## src/hw/rtcpc_pkg.sv

```systemverilog
// Package with offsets, field positions, reset values and types of the battery-backed clock block
package rtcpc_pkg;
  localparam int ADDR_W = 12;
  localparam int DATA_W = 32;
  localparam int TRIM_W = 16;
  localparam int HF_DIV_W = 7;
  localparam int SEC_IDX_W = 6;
  localparam int MEM_IDX_W = 6;
  localparam int EV_W = 4;
  // Register byte offsets
  localparam logic [ADDR_W-1:0] OFS_COUNT = 12'h000;
  localparam logic [ADDR_W-1:0] OFS_MATCH0 = 12'h004;
  localparam logic [ADDR_W-1:0] OFS_MATCH1 = 12'h008;
  localparam logic [ADDR_W-1:0] OFS_LOAD = 12'h00c;
  localparam logic [ADDR_W-1:0] OFS_CTRL = 12'h010;
  localparam logic [ADDR_W-1:0] OFS_MASK = 12'h014;
  localparam logic [ADDR_W-1:0] OFS_RAW = 12'h018;
  localparam logic [ADDR_W-1:0] OFS_MSKD = 12'h01c;
  localparam logic [ADDR_W-1:0] OFS_CLEAR = 12'h020;
  localparam logic [ADDR_W-1:0] OFS_TRIM = 12'h024;
  localparam logic [ADDR_W-1:0] OFS_MEM_LO = 12'h030;
  localparam logic [ADDR_W-1:0] OFS_MEM_HI = 12'h12c;
  // Reset values and divider end counts
  localparam logic [DATA_W-1:0] RST_MATCH = 32'hffffffff;
  localparam logic [DATA_W-1:0] RST_LOAD = 32'hffffffff;
  localparam logic [DATA_W-1:0] RST_COUNT = 32'h00000000;
  localparam logic [TRIM_W-1:0] TRIM_NOMINAL = 16'h7fff;
  localparam logic [HF_DIV_W-1:0] HF_DIV_LAST = 7'h7f;
  localparam logic [SEC_IDX_W-1:0] SEC_IDX_LAST = 6'h3f;
  // Control register bit positions; bit 31 reads as write-complete
  localparam int CTL_CNT_EN = 0;
  localparam int CTL_SLEEP_REQ = 1;
  localparam int CTL_CLK_SEL = 2;
  localparam int CTL_MATCH_RES = 3;
  localparam int CTL_PIN_RES = 4;
  localparam int CTL_LBAT_EN = 5;
  localparam int CTL_CLK_EN = 6;
  localparam int CTL_ABORT = 7;
  localparam int CTL_DONE = 31;
  // Event bit positions in raw, masked, mask and clear views
  localparam int EV_MATCH0 = 0;
  localparam int EV_MATCH1 = 1;
  localparam int EV_LOW_BATTERY_FLAG = 2;
  localparam int EV_WAKE = 3;
  localparam logic [1:0] RESP_OKAY = 2'b00;
  localparam logic [1:0] RESP_SLVERR = 2'b10;

  typedef struct packed {
    logic abort_on_low_battery;
    logic clk_en;
    logic low_battery_detect_en;
    logic pin_resume_enable;
    logic match_resume_enable;
    logic clk_sel;
    logic counter_enable;
  } rtcpc_ctl_type;

  typedef enum logic {
    PWR_ON = 1'b0,
    PWR_SLEEP = 1'b1
  } rtcpc_pwr_type;
endpackage : rtcpc_pkg

```

## src/hw/rtcpc_top.sv

```systemverilog
// Battery-backed seconds counter, retained memory and regulator power control with AXI4-Lite registers
// How it works
// RQ1 - Low-battery flag sets while detection enabled and battery sensed low
// RQ2 - With abort also enabled, low battery refuses a sleep request
// RQ3 - Battery level is ignored while in the sleep state
// RQ4 - 32-bit seconds counter steps by one each second
// RQ5 - Predivider counts reference ticks down to make a one-second pulse
// RQ6 - Trim value sets divide count one second in 64, nominal otherwise
// RQ7 - Larger trim lengthens that second, smaller trim shortens it
// RQ8 - Two 32-bit match values compared; match resumes or raises an event
// RQ9 - Counter advances only while enabled, powered or asleep
// RQ10 - Load register write replaces the counter at once, at any time
// RQ11 - 64 retained 32-bit words, readable and writable
// RQ12 - Sleep asserts active-low regulator enable; resume releases it
// RQ13 - Setting the sleep request bit starts the sleep sequence
// RQ14 - Software enables a resume source before requesting sleep
// RQ15 - Pin resume and match resume each have an enable; both allowed
// RQ16 - After resume, raw status keeps the cause
// RQ17 - Three event sources: resume pin, counter match, low battery
// RQ18 - Enabled events ORed onto one interrupt line
// RQ19 - Raw view shows all pending events, masked view only unmasked ones
// RQ20 - Only masked-in events drive the interrupt
// RQ21 - Writing one to a clear bit clears that event only
// RQ22 - High-frequency reference divided by 128 when selected
// RQ23 - Block state resets on system reset only with both enables clear
// RQ24 - Interrupt stays high while any masked event is pending
//
// The AXI4-Lite interface to the registers and the placing of the registers were decided locally.
`timescale 1ns/1ps
module rtcpc_top
  import rtcpc_pkg::*;
#(
  parameter int MEM_WORDS = 64
) (
  input wire logic I_CLK,
  input wire logic I_SYS_RST,
  input wire logic I_CE,
  input wire logic I_COLD_POR,
  input wire logic I_REF_TICK,
  input wire logic I_LOW_BATTERY,
  input wire logic I_RESUME_PIN_N,
  input wire logic [ADDR_W-1:0] I_AXI_AWADDR,
  input wire logic I_AXI_AWVALID,
  output logic O_AXI_AWREADY,
  input wire logic [DATA_W-1:0] I_AXI_WDATA,
  input wire logic [3:0] I_AXI_WSTRB,
  input wire logic I_AXI_WVALID,
  output logic O_AXI_WREADY,
  output logic [1:0] O_AXI_BRESP,
  output logic O_AXI_BVALID,
  input wire logic I_AXI_BREADY,
  input wire logic [ADDR_W-1:0] I_AXI_ARADDR,
  input wire logic I_AXI_ARVALID,
  output logic O_AXI_ARREADY,
  output logic [DATA_W-1:0] O_AXI_RDATA,
  output logic [1:0] O_AXI_RRESP,
  output logic O_AXI_RVALID,
  input wire logic I_AXI_RREADY,
  output logic O_REGULATOR_ENABLE_N_O,
  output logic O_REGULATOR_ENABLE_N_OE,
  output logic O_IRQ
);

  // Byte-lane merge of a write into an old word
  function automatic logic [DATA_W-1:0] wmerge(input logic [DATA_W-1:0] old_v,
                                               input logic [DATA_W-1:0] new_v,
                                               input logic [3:0] strb);
    logic [DATA_W-1:0] res;
    res = old_v;
    for (int b = 0; b < 4; b++) begin
      if (strb[b]) begin
        res[b*8 +: 8] = new_v[b*8 +: 8];
      end
    end
    return res;
  endfunction : wmerge

  // Bus-side state
  logic aw_ok_reg, w_ok_reg, bvalid_reg, rvalid_reg;
  logic [ADDR_W-1:0] aw_addr_reg;
  logic [DATA_W-1:0] w_data_reg, rdata_reg;
  logic [3:0] w_strb_reg;
  logic [1:0] bresp_reg, rresp_reg;
  // Block-side state
  rtcpc_ctl_type ctl_reg;
  rtcpc_pwr_type pwr_reg;
  logic [DATA_W-1:0] count_reg, match0_reg, match1_reg, load_reg;
  logic [EV_W-1:0] mask_reg, raw_reg;
  logic [TRIM_W-1:0] trim_reg, pre_reg;
  logic [HF_DIV_W-1:0] hf_reg;
  logic [SEC_IDX_W-1:0] sec_idx_reg;
  logic eq0_d_reg, eq1_d_reg;
  logic [DATA_W-1:0] mem_reg [MEM_WORDS];

  // Block reset ignores a system reset while counting or pin resume is enabled
  wire blk_rst = I_COLD_POR | (I_SYS_RST & ~ctl_reg.counter_enable & ~ctl_reg.pin_resume_enable); // [RQ23]

  // Write channel handshakes and decode of the held address
  assign O_AXI_AWREADY = ~aw_ok_reg & ~bvalid_reg;
  assign O_AXI_WREADY = ~w_ok_reg & ~bvalid_reg;
  wire do_wr = aw_ok_reg & w_ok_reg & ~bvalid_reg;
  wire wr_match0 = do_wr & (aw_addr_reg == OFS_MATCH0);
  wire wr_match1 = do_wr & (aw_addr_reg == OFS_MATCH1);
  wire wr_load = do_wr & (aw_addr_reg == OFS_LOAD);
  wire wr_ctrl = do_wr & (aw_addr_reg == OFS_CTRL);
  wire wr_mask = do_wr & (aw_addr_reg == OFS_MASK);
  wire wr_clear = do_wr & (aw_addr_reg == OFS_CLEAR);
  wire wr_trim = do_wr & (aw_addr_reg == OFS_TRIM);
  wire wr_mem_hit = (aw_addr_reg >= OFS_MEM_LO) & (aw_addr_reg <= OFS_MEM_HI);
  wire wr_mem = do_wr & wr_mem_hit;
  wire wr_ro = (aw_addr_reg == OFS_COUNT) | (aw_addr_reg == OFS_RAW) | (aw_addr_reg == OFS_MSKD);
  wire wr_known = (aw_addr_reg[1:0] == 2'b00) & (wr_ro | wr_mem_hit | (aw_addr_reg >= OFS_MATCH0
                  & aw_addr_reg <= OFS_MASK) | (aw_addr_reg == OFS_CLEAR) | (aw_addr_reg == OFS_TRIM));
  wire [ADDR_W-1:0] wr_mem_off = aw_addr_reg - OFS_MEM_LO;
  wire [MEM_IDX_W-1:0] wr_idx = wr_mem_off[MEM_IDX_W+1:2];
  wire [DATA_W-1:0] ctl_word = {24'h000000, ctl_reg.abort_on_low_battery, ctl_reg.clk_en,
                               ctl_reg.low_battery_detect_en, ctl_reg.pin_resume_enable,
                               ctl_reg.match_resume_enable, ctl_reg.clk_sel, 1'b0, ctl_reg.counter_enable};
  wire [DATA_W-1:0] ctl_new = wmerge(ctl_word, w_data_reg, w_strb_reg);
  wire sleep_req = wr_ctrl & ctl_new[CTL_SLEEP_REQ]; // [RQ13]
  wire [DATA_W-1:0] clr_word = w_data_reg & wmerge(32'h00000000, 32'hffffffff, w_strb_reg);

  // Bus write address and data capture in either order, response after both
  always_ff @(posedge I_CLK) begin
    if (I_SYS_RST) begin
      aw_ok_reg <= 1'b0;
      w_ok_reg <= 1'b0;
      bvalid_reg <= 1'b0;
      bresp_reg <= RESP_OKAY;
      aw_addr_reg <= '0;
      w_data_reg <= '0;
      w_strb_reg <= '0;
    end else if (I_CE) begin
      if (I_AXI_AWVALID & O_AXI_AWREADY) begin
        aw_ok_reg <= 1'b1;
        aw_addr_reg <= I_AXI_AWADDR;
      end
      if (I_AXI_WVALID & O_AXI_WREADY) begin
        w_ok_reg <= 1'b1;
        w_data_reg <= I_AXI_WDATA;
        w_strb_reg <= I_AXI_WSTRB;
      end
      if (do_wr) begin
        aw_ok_reg <= 1'b0;
        w_ok_reg <= 1'b0;
        bvalid_reg <= 1'b1;
        bresp_reg <= wr_known ? RESP_OKAY : RESP_SLVERR;
      end else if (I_AXI_BREADY) begin
        bvalid_reg <= 1'b0;
      end
    end
  end
  assign O_AXI_BVALID = bvalid_reg;
  assign O_AXI_BRESP = bresp_reg;

  // Read decode and data selection
  assign O_AXI_ARREADY = ~rvalid_reg;
  wire rd_mem_hit = (I_AXI_ARADDR >= OFS_MEM_LO) & (I_AXI_ARADDR <= OFS_MEM_HI);
  wire [ADDR_W-1:0] rd_mem_off = I_AXI_ARADDR - OFS_MEM_LO;
  wire [MEM_IDX_W-1:0] rd_idx = rd_mem_off[MEM_IDX_W+1:2];
  wire [EV_W-1:0] mskd = raw_reg & mask_reg; // [RQ19]
  wire rd_aligned = I_AXI_ARADDR[1:0] == 2'b00;
  wire rd_reg_hit = I_AXI_ARADDR <= OFS_TRIM;
  wire rd_known = rd_aligned & (rd_mem_hit | rd_reg_hit);
  wire [DATA_W-1:0] rd_word =
    rd_mem_hit ? mem_reg[rd_idx] : // [RQ11]
    (I_AXI_ARADDR == OFS_COUNT) ? count_reg :
    (I_AXI_ARADDR == OFS_MATCH0) ? match0_reg :
    (I_AXI_ARADDR == OFS_MATCH1) ? match1_reg :
    (I_AXI_ARADDR == OFS_LOAD) ? load_reg :
    (I_AXI_ARADDR == OFS_CTRL) ? (ctl_word | (32'h00000001 << CTL_DONE)) :
    (I_AXI_ARADDR == OFS_MASK) ? {28'h0000000, mask_reg} :
    (I_AXI_ARADDR == OFS_RAW) ? {28'h0000000, raw_reg} : // [RQ19]
    (I_AXI_ARADDR == OFS_MSKD) ? {28'h0000000, mskd} :
    (I_AXI_ARADDR == OFS_TRIM) ? {16'h0000, trim_reg} : 32'h00000000;

  // Read response register
  always_ff @(posedge I_CLK) begin
    if (I_SYS_RST) begin
      rvalid_reg <= 1'b0;
      rdata_reg <= '0;
      rresp_reg <= RESP_OKAY;
    end else if (I_CE) begin
      if (I_AXI_ARVALID & O_AXI_ARREADY) begin
        rvalid_reg <= 1'b1;
        rdata_reg <= rd_known ? rd_word : 32'h00000000;
        rresp_reg <= rd_known ? RESP_OKAY : RESP_SLVERR;
      end else if (I_AXI_RREADY) begin
        rvalid_reg <= 1'b0;
      end
    end
  end
  assign O_AXI_RVALID = rvalid_reg;
  assign O_AXI_RDATA = rdata_reg;
  assign O_AXI_RRESP = rresp_reg;

  // Reference tick: direct 32.768 kHz, or high-frequency input divided by 128
  wire hf_wrap = hf_reg == HF_DIV_LAST;
  wire tick32 = ctl_reg.clk_en & I_REF_TICK & (ctl_reg.clk_sel | hf_wrap); // [RQ22]
  wire pre_zero = pre_reg == '0;
  wire sec_pulse = tick32 & ctl_reg.counter_enable & pre_zero; // [RQ5] [RQ9]
  wire trim_second = sec_idx_reg == SEC_IDX_LAST;
  wire [TRIM_W-1:0] reload = trim_second ? trim_reg : TRIM_NOMINAL; // [RQ6] [RQ7]

  // Predivider and trim-second index
  always_ff @(posedge I_CLK) begin
    if (blk_rst) begin
      hf_reg <= '0;
      pre_reg <= TRIM_NOMINAL;
      sec_idx_reg <= '0;
    end else if (I_CE) begin
      if (ctl_reg.clk_en & ~ctl_reg.clk_sel & I_REF_TICK) begin
        hf_reg <= hf_reg + 7'h01; // [RQ22]
      end
      if (tick32 & ctl_reg.counter_enable) begin
        pre_reg <= pre_zero ? reload : pre_reg - 16'h0001; // [RQ5] [RQ6]
      end
      if (sec_pulse) begin
        sec_idx_reg <= sec_idx_reg + 6'h01;
      end
    end
  end

  // Seconds counter: a load write wins over the once-per-second step
  always_ff @(posedge I_CLK) begin
    if (blk_rst) begin
      count_reg <= RST_COUNT;
    end else if (I_CE) begin
      if (wr_load) begin
        count_reg <= wmerge(count_reg, w_data_reg, w_strb_reg); // [RQ10]
      end else if (sec_pulse) begin
        count_reg <= count_reg + 32'h00000001; // [RQ4]
      end
    end
  end

  // Match comparators and event sources
  wire eq0 = count_reg == match0_reg; // [RQ8]
  wire eq1 = count_reg == match1_reg; // [RQ8]
  wire pin_on = ~I_RESUME_PIN_N;
  wire batt_low = ctl_reg.low_battery_detect_en & I_LOW_BATTERY & (pwr_reg == PWR_ON); // [RQ1] [RQ3]
  wire [EV_W-1:0] ev_set = {pin_on, batt_low, eq1 & ~eq1_d_reg, eq0 & ~eq0_d_reg}; // [RQ17]
  wire [EV_W-1:0] ev_clr = wr_clear ? clr_word[EV_W-1:0] : '0;
  wire abort_sleep = batt_low & ctl_reg.abort_on_low_battery; // [RQ2]
  wire go_sleep = sleep_req & (pwr_reg == PWR_ON) & ~abort_sleep; // [RQ2] [RQ13]
  wire resume = (ctl_reg.pin_resume_enable & pin_on) | (ctl_reg.match_resume_enable & (eq0 | eq1)); // [RQ15]

  // Configuration registers, match values and event flags
  always_ff @(posedge I_CLK) begin
    if (blk_rst) begin
      ctl_reg <= '0;
      match0_reg <= RST_MATCH;
      match1_reg <= RST_MATCH;
      load_reg <= RST_LOAD;
      mask_reg <= '0;
      raw_reg <= '0;
      trim_reg <= TRIM_NOMINAL;
      eq0_d_reg <= 1'b0;
      eq1_d_reg <= 1'b0;
    end else if (I_CE) begin
      if (wr_ctrl) begin
        ctl_reg <= {ctl_new[CTL_ABORT], ctl_new[CTL_CLK_EN], ctl_new[CTL_LBAT_EN], ctl_new[CTL_PIN_RES],
                    ctl_new[CTL_MATCH_RES], ctl_new[CTL_CLK_SEL], ctl_new[CTL_CNT_EN]};
      end
      if (wr_match0) begin
        match0_reg <= wmerge(match0_reg, w_data_reg, w_strb_reg);
      end
      if (wr_match1) begin
        match1_reg <= wmerge(match1_reg, w_data_reg, w_strb_reg);
      end
      if (wr_load) begin
        load_reg <= wmerge(load_reg, w_data_reg, w_strb_reg);
      end
      if (wr_mask) begin
        mask_reg <= w_strb_reg[0] ? w_data_reg[EV_W-1:0] : mask_reg;
      end
      if (wr_trim) begin
        trim_reg <= {w_strb_reg[1] ? w_data_reg[15:8] : trim_reg[15:8],
                     w_strb_reg[0] ? w_data_reg[7:0] : trim_reg[7:0]};
      end
      raw_reg <= (raw_reg & ~ev_clr) | ev_set; // [RQ21] [RQ16]
      eq0_d_reg <= eq0;
      eq1_d_reg <= eq1;
    end
  end

  // Retained memory words, kept through sleep and never reset
  always_ff @(posedge I_CLK) begin
    if (I_CE & wr_mem) begin
      mem_reg[wr_idx] <= wmerge(mem_reg[wr_idx], w_data_reg, w_strb_reg); // [RQ11]
    end
  end

  // Power state: sleep on request, wake on an enabled resume source
  always_ff @(posedge I_CLK) begin
    if (blk_rst) begin
      pwr_reg <= PWR_ON;
    end else if (I_CE) begin
      unique case (pwr_reg)
        PWR_ON: begin
          if (go_sleep) begin
            pwr_reg <= PWR_SLEEP; // [RQ12]
          end
        end
        PWR_SLEEP: begin
          if (resume) begin
            pwr_reg <= PWR_ON; // [RQ12] [RQ15]
          end
        end
      endcase
    end
  end

  // Open-drain regulator enable pulls low while asleep
  assign O_REGULATOR_ENABLE_N_O = 1'b0;
  assign O_REGULATOR_ENABLE_N_OE = pwr_reg == PWR_SLEEP; // [RQ12]
  assign O_IRQ = |mskd; // [RQ18] [RQ20] [RQ24]
endmodule : rtcpc_top

```

## config.mk

```make
export PLATFORM = sky130hd
export DESIGN_NAME = rtcpc_top
export DESIGN_NICKNAME = d
export VERILOG_FILES = /design/src/hw/rtcpc_pkg.sv /design/src/hw/rtcpc_top.sv
export SDC_FILE = /design/constraint.sdc
export NUM_CORES = 2
export LEC_CHECK = 0
export BUFFER_PORTS_ARGS = -buffer_cell sky130_fd_sc_hd__buf_4
export CAP_MARGIN = 30
export CORE_ASPECT_RATIO = 1.5
export CORE_UTILIZATION = 30
export CTS_BUF_LIST = sky130_fd_sc_hd__clkbuf_2
export CTS_CLUSTER_SIZE = 20
export DETAILED_ROUTE_END_ITERATION = 6
export SLEW_MARGIN = 10
export SYNTH_ARGS = -nofsm -noshare
export SYNTH_HDL_FRONTEND = slang
export SYNTH_SLANG_ARGS = --single-unit
```

## constraint.sdc

```tcl
create_clock -name I_CLK -period 5 [get_ports I_CLK]
set_input_delay 1 -clock I_CLK [delete_from_list [all_inputs] [get_ports I_CLK]]
set_output_delay 1 -clock I_CLK [all_outputs]
set_load 0.05 [all_outputs]
```

**After elaboration in Yosys (flattened, before gate mapping)**

Memory sizes are Yosys's and may differ from the RTL's.
Index checks and enable logic that the tools add are counted.
Widths: inputs -> output; s select.

- Input bits: 72
- Bits in writable memories: 2,048
- Memories: 1
- Flip-flop bits (word level): 279
- Output and inout port bits: 44

Memory list:

| memory | words | width | rd ports | clocked after Yosys merged registers in | write ports | line | source |
|---|---|---|---|---|---|---|---|
| mem_reg | 64 | 32 | 1 | 0 | 1 | rtcpc_top.sv:93 | `logic [DATA_W-1:0] mem_reg [MEM_WORDS];` |

- Muxes and demuxes: 45
- $add $sub $neg: 6
- Reduce and logical (&&, ||, !) cells: 46
- Bitwise operators: 67
- Equal/unequal tests: 29
- Order comparisons: 7

Operator list:

| kind | number |
|---|---|
| $mux 32 | 9 |
| $eq 12x5->1 const B | 8 |
| $mux 16 | 6 |
| $mux 8 | 12 |
| $eq 32x32->1 | 2 |
| $reduce_and 3->1 | 20 |
| $eq 12x4->1 const B | 4 |
| $and 1x1->1 | 39 |
| $eq 12x6->1 const B | 3 |
| $add 32x1->32 const B | 1 |
| $reduce_and 2->1 | 15 |
| $eq 12x3->1 const B | 2 |
| $ge 12x6->1 const B | 2 |
| $le 12x9->1 const B | 2 |
| $logic_not 12->1 | 2 |
| $logic_not 16->1 | 1 |
| $ne 2x2->1 const B | 8 |
| $sub 16x1->16 const B | 1 |
| $sub 8x6->8 const B | 2 |
| $and 4x4->4 | 3 |
| $ge 12x3->1 const B | 1 |
| $le 12x5->1 const B | 1 |
| $le 12x6->1 const B | 1 |
| $mux 1 | 12 |
| other kinds (14) | 43 |

**Longest topological paths before layout**

- Depth after elaboration: 12
- Mapped depth: 14
- Gate-level depth less buffers: 8

**Least setup slack after synthesis**

Ideal clock, no wire load.

- Path type: input port to flip-flop
- Start: input port I_AXI_ARADDR[4]
- End: register rdata_reg[25] (netlist: O_AXI_RDATA[25])
- Stages: 12
- Arrival: 4,242 ps
- Data required time: 4,866 ps
- Setup slack: 624 ps
- Path through: buf_2 inv_1 clkbuf_1 buf_2 clkbuf_1 ha_1 inv_2 buf_2 clkbuf_1 mux4_2 a22oi_1 o211ai_1

- Longest elaborated chain between the ends: 7
- Elaborated cells between the ends (all ways): 18
- Classes of those cells: add/sub: 1; order compare: 3; eq/ne: 3; mux: 6; bitwise: 3; reduce/logical: 1; memory: 1

RTL lines:

| item | line | source |
|---|---|---|
| start: declaration | rtcpc_top.sv:52 | `input wire logic [ADDR_W-1:0] I_AXI_ARADDR,` |
| branches (longest 6 deep; another with $mem_v2 64x32) | n/a |  |
| $mux 32 (*) | rtcpc_top.sv:186 | `rdata_reg <= rd_known ? rd_word : 32'h00000000;` |
| end signal: assignment | rtcpc_top.sv:186 |  |
| end: declaration | rtcpc_top.sv:81 | `logic [DATA_W-1:0] w_data_reg, rdata_reg;` |

Mark *: on every way between the ends.
A chain may end at the register's enable or synchronous reset.

**Worst setup path in the final report**

- Start: register aw_addr_reg[4]
- End: memory mem_reg[42][0] (enable)

- Longest elaborated chain between the ends: 7
- Elaborated cells between the ends (all ways): 10
- Classes of those cells: add/sub: 1; order compare: 2; eq/ne: 1; mux: 2; bitwise: 3; reduce/logical: 1

RTL lines:

| item | line | source |
|---|---|---|
| start: declaration | rtcpc_top.sv:80 | `logic [ADDR_W-1:0] aw_addr_reg;` |
| start signal: assignment | rtcpc_top.sv:130 | `aw_addr_reg <= '0;` |
| start signal: assignment | rtcpc_top.sv:136 | `aw_addr_reg <= I_AXI_AWADDR;` |
| $ge 12x6->1 / $le 12x9->1 (equally long branches) | rtcpc_top.sv:109 | `wire wr_mem_hit = (aw_addr_reg >= OFS_MEM_LO) & (aw_addr_reg <= OFS_MEM_HI);` |
| $and 1x1->1 | rtcpc_top.sv:109 |  |
| $and 1x1->1 | rtcpc_top.sv:110 | `wire wr_mem = do_wr & wr_mem_hit;` |
| $and 1x1->1 | rtcpc_top.sv:289 | `if (I_CE & wr_mem) begin` |
| $mux 1 | rtcpc_top.sv:289 |  |
| $mux 1 (not written as such) | rtcpc_top.sv:290 | `mem_reg[wr_idx] <= wmerge(mem_reg[wr_idx], w_data_reg, w_strb_reg);` |
| $reduce_and 2->1 (no line) | n/a |  |
| end: declaration | rtcpc_top.sv:93 |  |

Several ways; a longest one is shown, not always the timed one.

==> results.ini <==
[synthesis]
yosysWarnings = 0
synth_seq_cells = 2325
synth_area_sq_um = 93300
synthTopCellsByArea = edfxtp_1 66%, mux4_2 14%, dfxtp_1 5.9%
syn_area_per_cell_sq_um = 17.8
synth.distinct_cells = 87
yosysSeqAreaShare = 0.718
synth_top_area_frac = 0.659
async_reset_ff_frac = 0
synth-edff-count = 2048
synthCells = 5231
synth_flop_cell = edfxtp_1
synth_area_leader_cell = edfxtp_1

[detailed_routing]
wirelength_mm = 301
drt-pass1-iter-count = 6
ant_nets = 0
drc = 0
num_vias = 55800
avgRoutedWirePerCell_microns = 28.8
drt_iter0_drc = 5372
viasPerCell = 5.32

[setup_path]
path_max_fanout = 9
crit_path_end_kind = register
arrival_ns = 5.56
cp-start-kind = register
worstPathCellList = ha_1 > xor2_1 > nand2_1 > nor2_1 > nand2_1 > nor2_1
cp.required_ns = 6.18
slowest_delay_ns = 0.90
slowest_stage = nor2_1
critPathKind = reg2reg

[sta]
finalSetupViolCount = 0
slew_viol_final = 0
timing.slew.headroom = 0.289
grt_setup_unrepaired = no
fin_crit_sh = 0.876
finalHoldViolCount = 0
tightest_slew_ns = 1.06
fmax_mhz = 228
min_period_ns = 4.38
final.setup.tns_ns = 0
skew_ns = 0.189

[pwr]
power_density_nw_per_um2 = 331
leakage_uw = 0.0327
max-vdd-ir-drop_mv = 0.153

[floorplanning]
start_util = 0.302
die_w_microns = 457
die_y_microns = 685
die_area_sq_um = 313000
ios = 116
core-area_sq_um = 309000
rows = 250

[placement]
hpwlAfterDp_mm = 203
place_inst = 9389
io_buffers = 112
routabilityCongestion = 0.935

[global_route]
grt-ovfl-total = 0
antenna_found_initial = 23
grtUsageTotal = 0.188
grt_pass1_vias = 57700
grt_max_degree = 95
grt_pass1_wl_mm = 422

[clock_tree]
cts.sink_count = 2325
cts-root-buf = clkbuf_2
cts_setup_buffers = 0
path_clk_slew_ns = 0.16
max-clock-path-buffers = 4
cts_hold_buf = 192
cts_buffers = 522
cts_resized = 0
ctsHtreeMaxLevel = 6
cts_tree = done
clk_latency_ns = 1.72

[status]
status = completed

[final_layout]
drive_above_1_share = 0.300
largest_register_ffs = 2048
fin_nets = 6170
final_cells = 10500
syn_to_final_growth_pct = 15.0

[run]
cap_violations = 0

[worst_hold_path]
min_path_type = in2reg

[where the power goes]
part	internal (uW)	switching (uW)
sequential	21100	84.9
combinational	845	1450
clock	4610	7470
total	26500	9010
[cells by family (layout without fill, tap and decap cells)]
kind of cell | count (synthesis) | count (layout) | share of synthesized area
mux | 742 | 742 | 0.159
flops | 2325 | 2325 | 0.718
other cells | 1 | 15 | 0.0000402
xor+xnor | 84 | 84 | 0.00788
buf+inv | 344 | 1545 | 0.0169
compound gates | 520 | 520 | 0.0380
fa+ha+maj | 14 | 14 | 0.00188
simple gates | 1201 | 1201 | 0.0581
[path summary, 6_finish.rpt]
path	start	to	slack [ns]	cells after the start
hold reg to reg	eq0_d_reg$_SDFFE_PP0P_	eq0_d_reg$_SDFFE_PP0P_	0.47	2
hold / removal	I_AXI_ARADDR[1]	O_AXI_RDATA[7]$_SDFFE_PP0P_	0.14	6
setup reg to reg	aw_addr_reg[4]$_SDFFE_PP0P_	mem_reg[42][0]$_DFFE_PP_	0.62	6
setup / recovery	aw_addr_reg[4]$_SDFFE_PP0P_	mem_reg[42][0]$_DFFE_PP_	0.62	6
[cells in the mapped netlist (7+ instances only)]
cell	instances
a211o_1	7
a211oi_1	15
a21o_1	8
a21oi_1	136
a221o_1	9
a221oi_1	7
a22oi_1	79
a311oi_1	9
a31oi_1	16
a32oi_1	24
a41oi_1	7
and2_1	19
and3_1	19
buf_1	23
buf_2	73
buf_4	42
clkbuf_1	173
dfxtp_1	277
edfxtp_1	2048
ha_1	14
inv_1	23
mux2_2	15
mux2i_1	136
mux4_2	591
nand2_1	448
nand3_1	133
nand4_1	46
nor2_1	358
nor2b_1	16
nor3_1	47
nor4_1	26
o211ai_1	17
o21a_1	13
o21ai_0	58
o22ai_1	27
o31ai_1	13
or2_2	7
or3_1	19
or4_1	7
xnor2_1	38
xor2_1	46
[area by class of cell]
| type | instances | area, sq um |
|---|---|---|
| inverter | 27 | 109 |
| antenna | 12 | 30.0 |
| clock inverter | 137 | 928 |
| timing repair buffer | 644 | 5610 |
| fill | 29100 | 202000 |
| multi-input combinational | 2564 | 24900 |
| tap | 4032 | 5040 |
| clock buffer | 737 | 3690 |
| sequential | 2325 | 67100 |
[per-stage QoR]
step / hold WS, ns / cell area [sq um] / util / worst slack, ns / total power (uW)
after floorplan: 0.435 / 93400 / - / 0.624 / 22800
after global placement: 0.443 / 101000 / 0.325 / 0.390 / 23700
after detailed placement: 0.447 / 101000 / 0.325 / 0.704 / 23700
after CTS: 0.0372 / 107000 / 0.347 / 0.931 / 35700
after global routing: 0.114 / 107000 / 0.347 / 0.699 / 36600
final: 0.143 / 107000 / 0.347 / 0.618 / 35500
[critical path: cells and delay by family (launching register included)]
family	cells	cell delay (ns)
xor+xnor	1	0.50
fa+ha+maj	1	0.33
flops	1	0.58
simple gates	4	2.45
[layout by cell type (no fill, tap or decap), drive strengths merged, types with 14 or more instances in the layout]
cell type	instances
and2	23
ha	14
nor4	30
buf	451
clkbuf	738
nor2b	16
nand4	46
nand2	448
mux2	15
and3	19
nor2	363
nand3	133
nor3	50
o211ai	17
dfxtp	277
xnor2	38
edfxtp	2048
xor2	46
o22ai	27
or3	20
o21ai	63
mux2i	136
mux4	591
a22oi	79
a31oi	16
a21oi	136
dlygate4sd3	192
clkinv	108
a32oi	24
a211oi	15
inv	35
[layer usage]
layer	track usage	share of wire
met5	0	0.00024
met4	0.153	0.092
met3	0.0375	0.072
met2	0.328	0.51
met1	0.196	0.33
No activity file was read; power rests on OpenSTA's default activity.
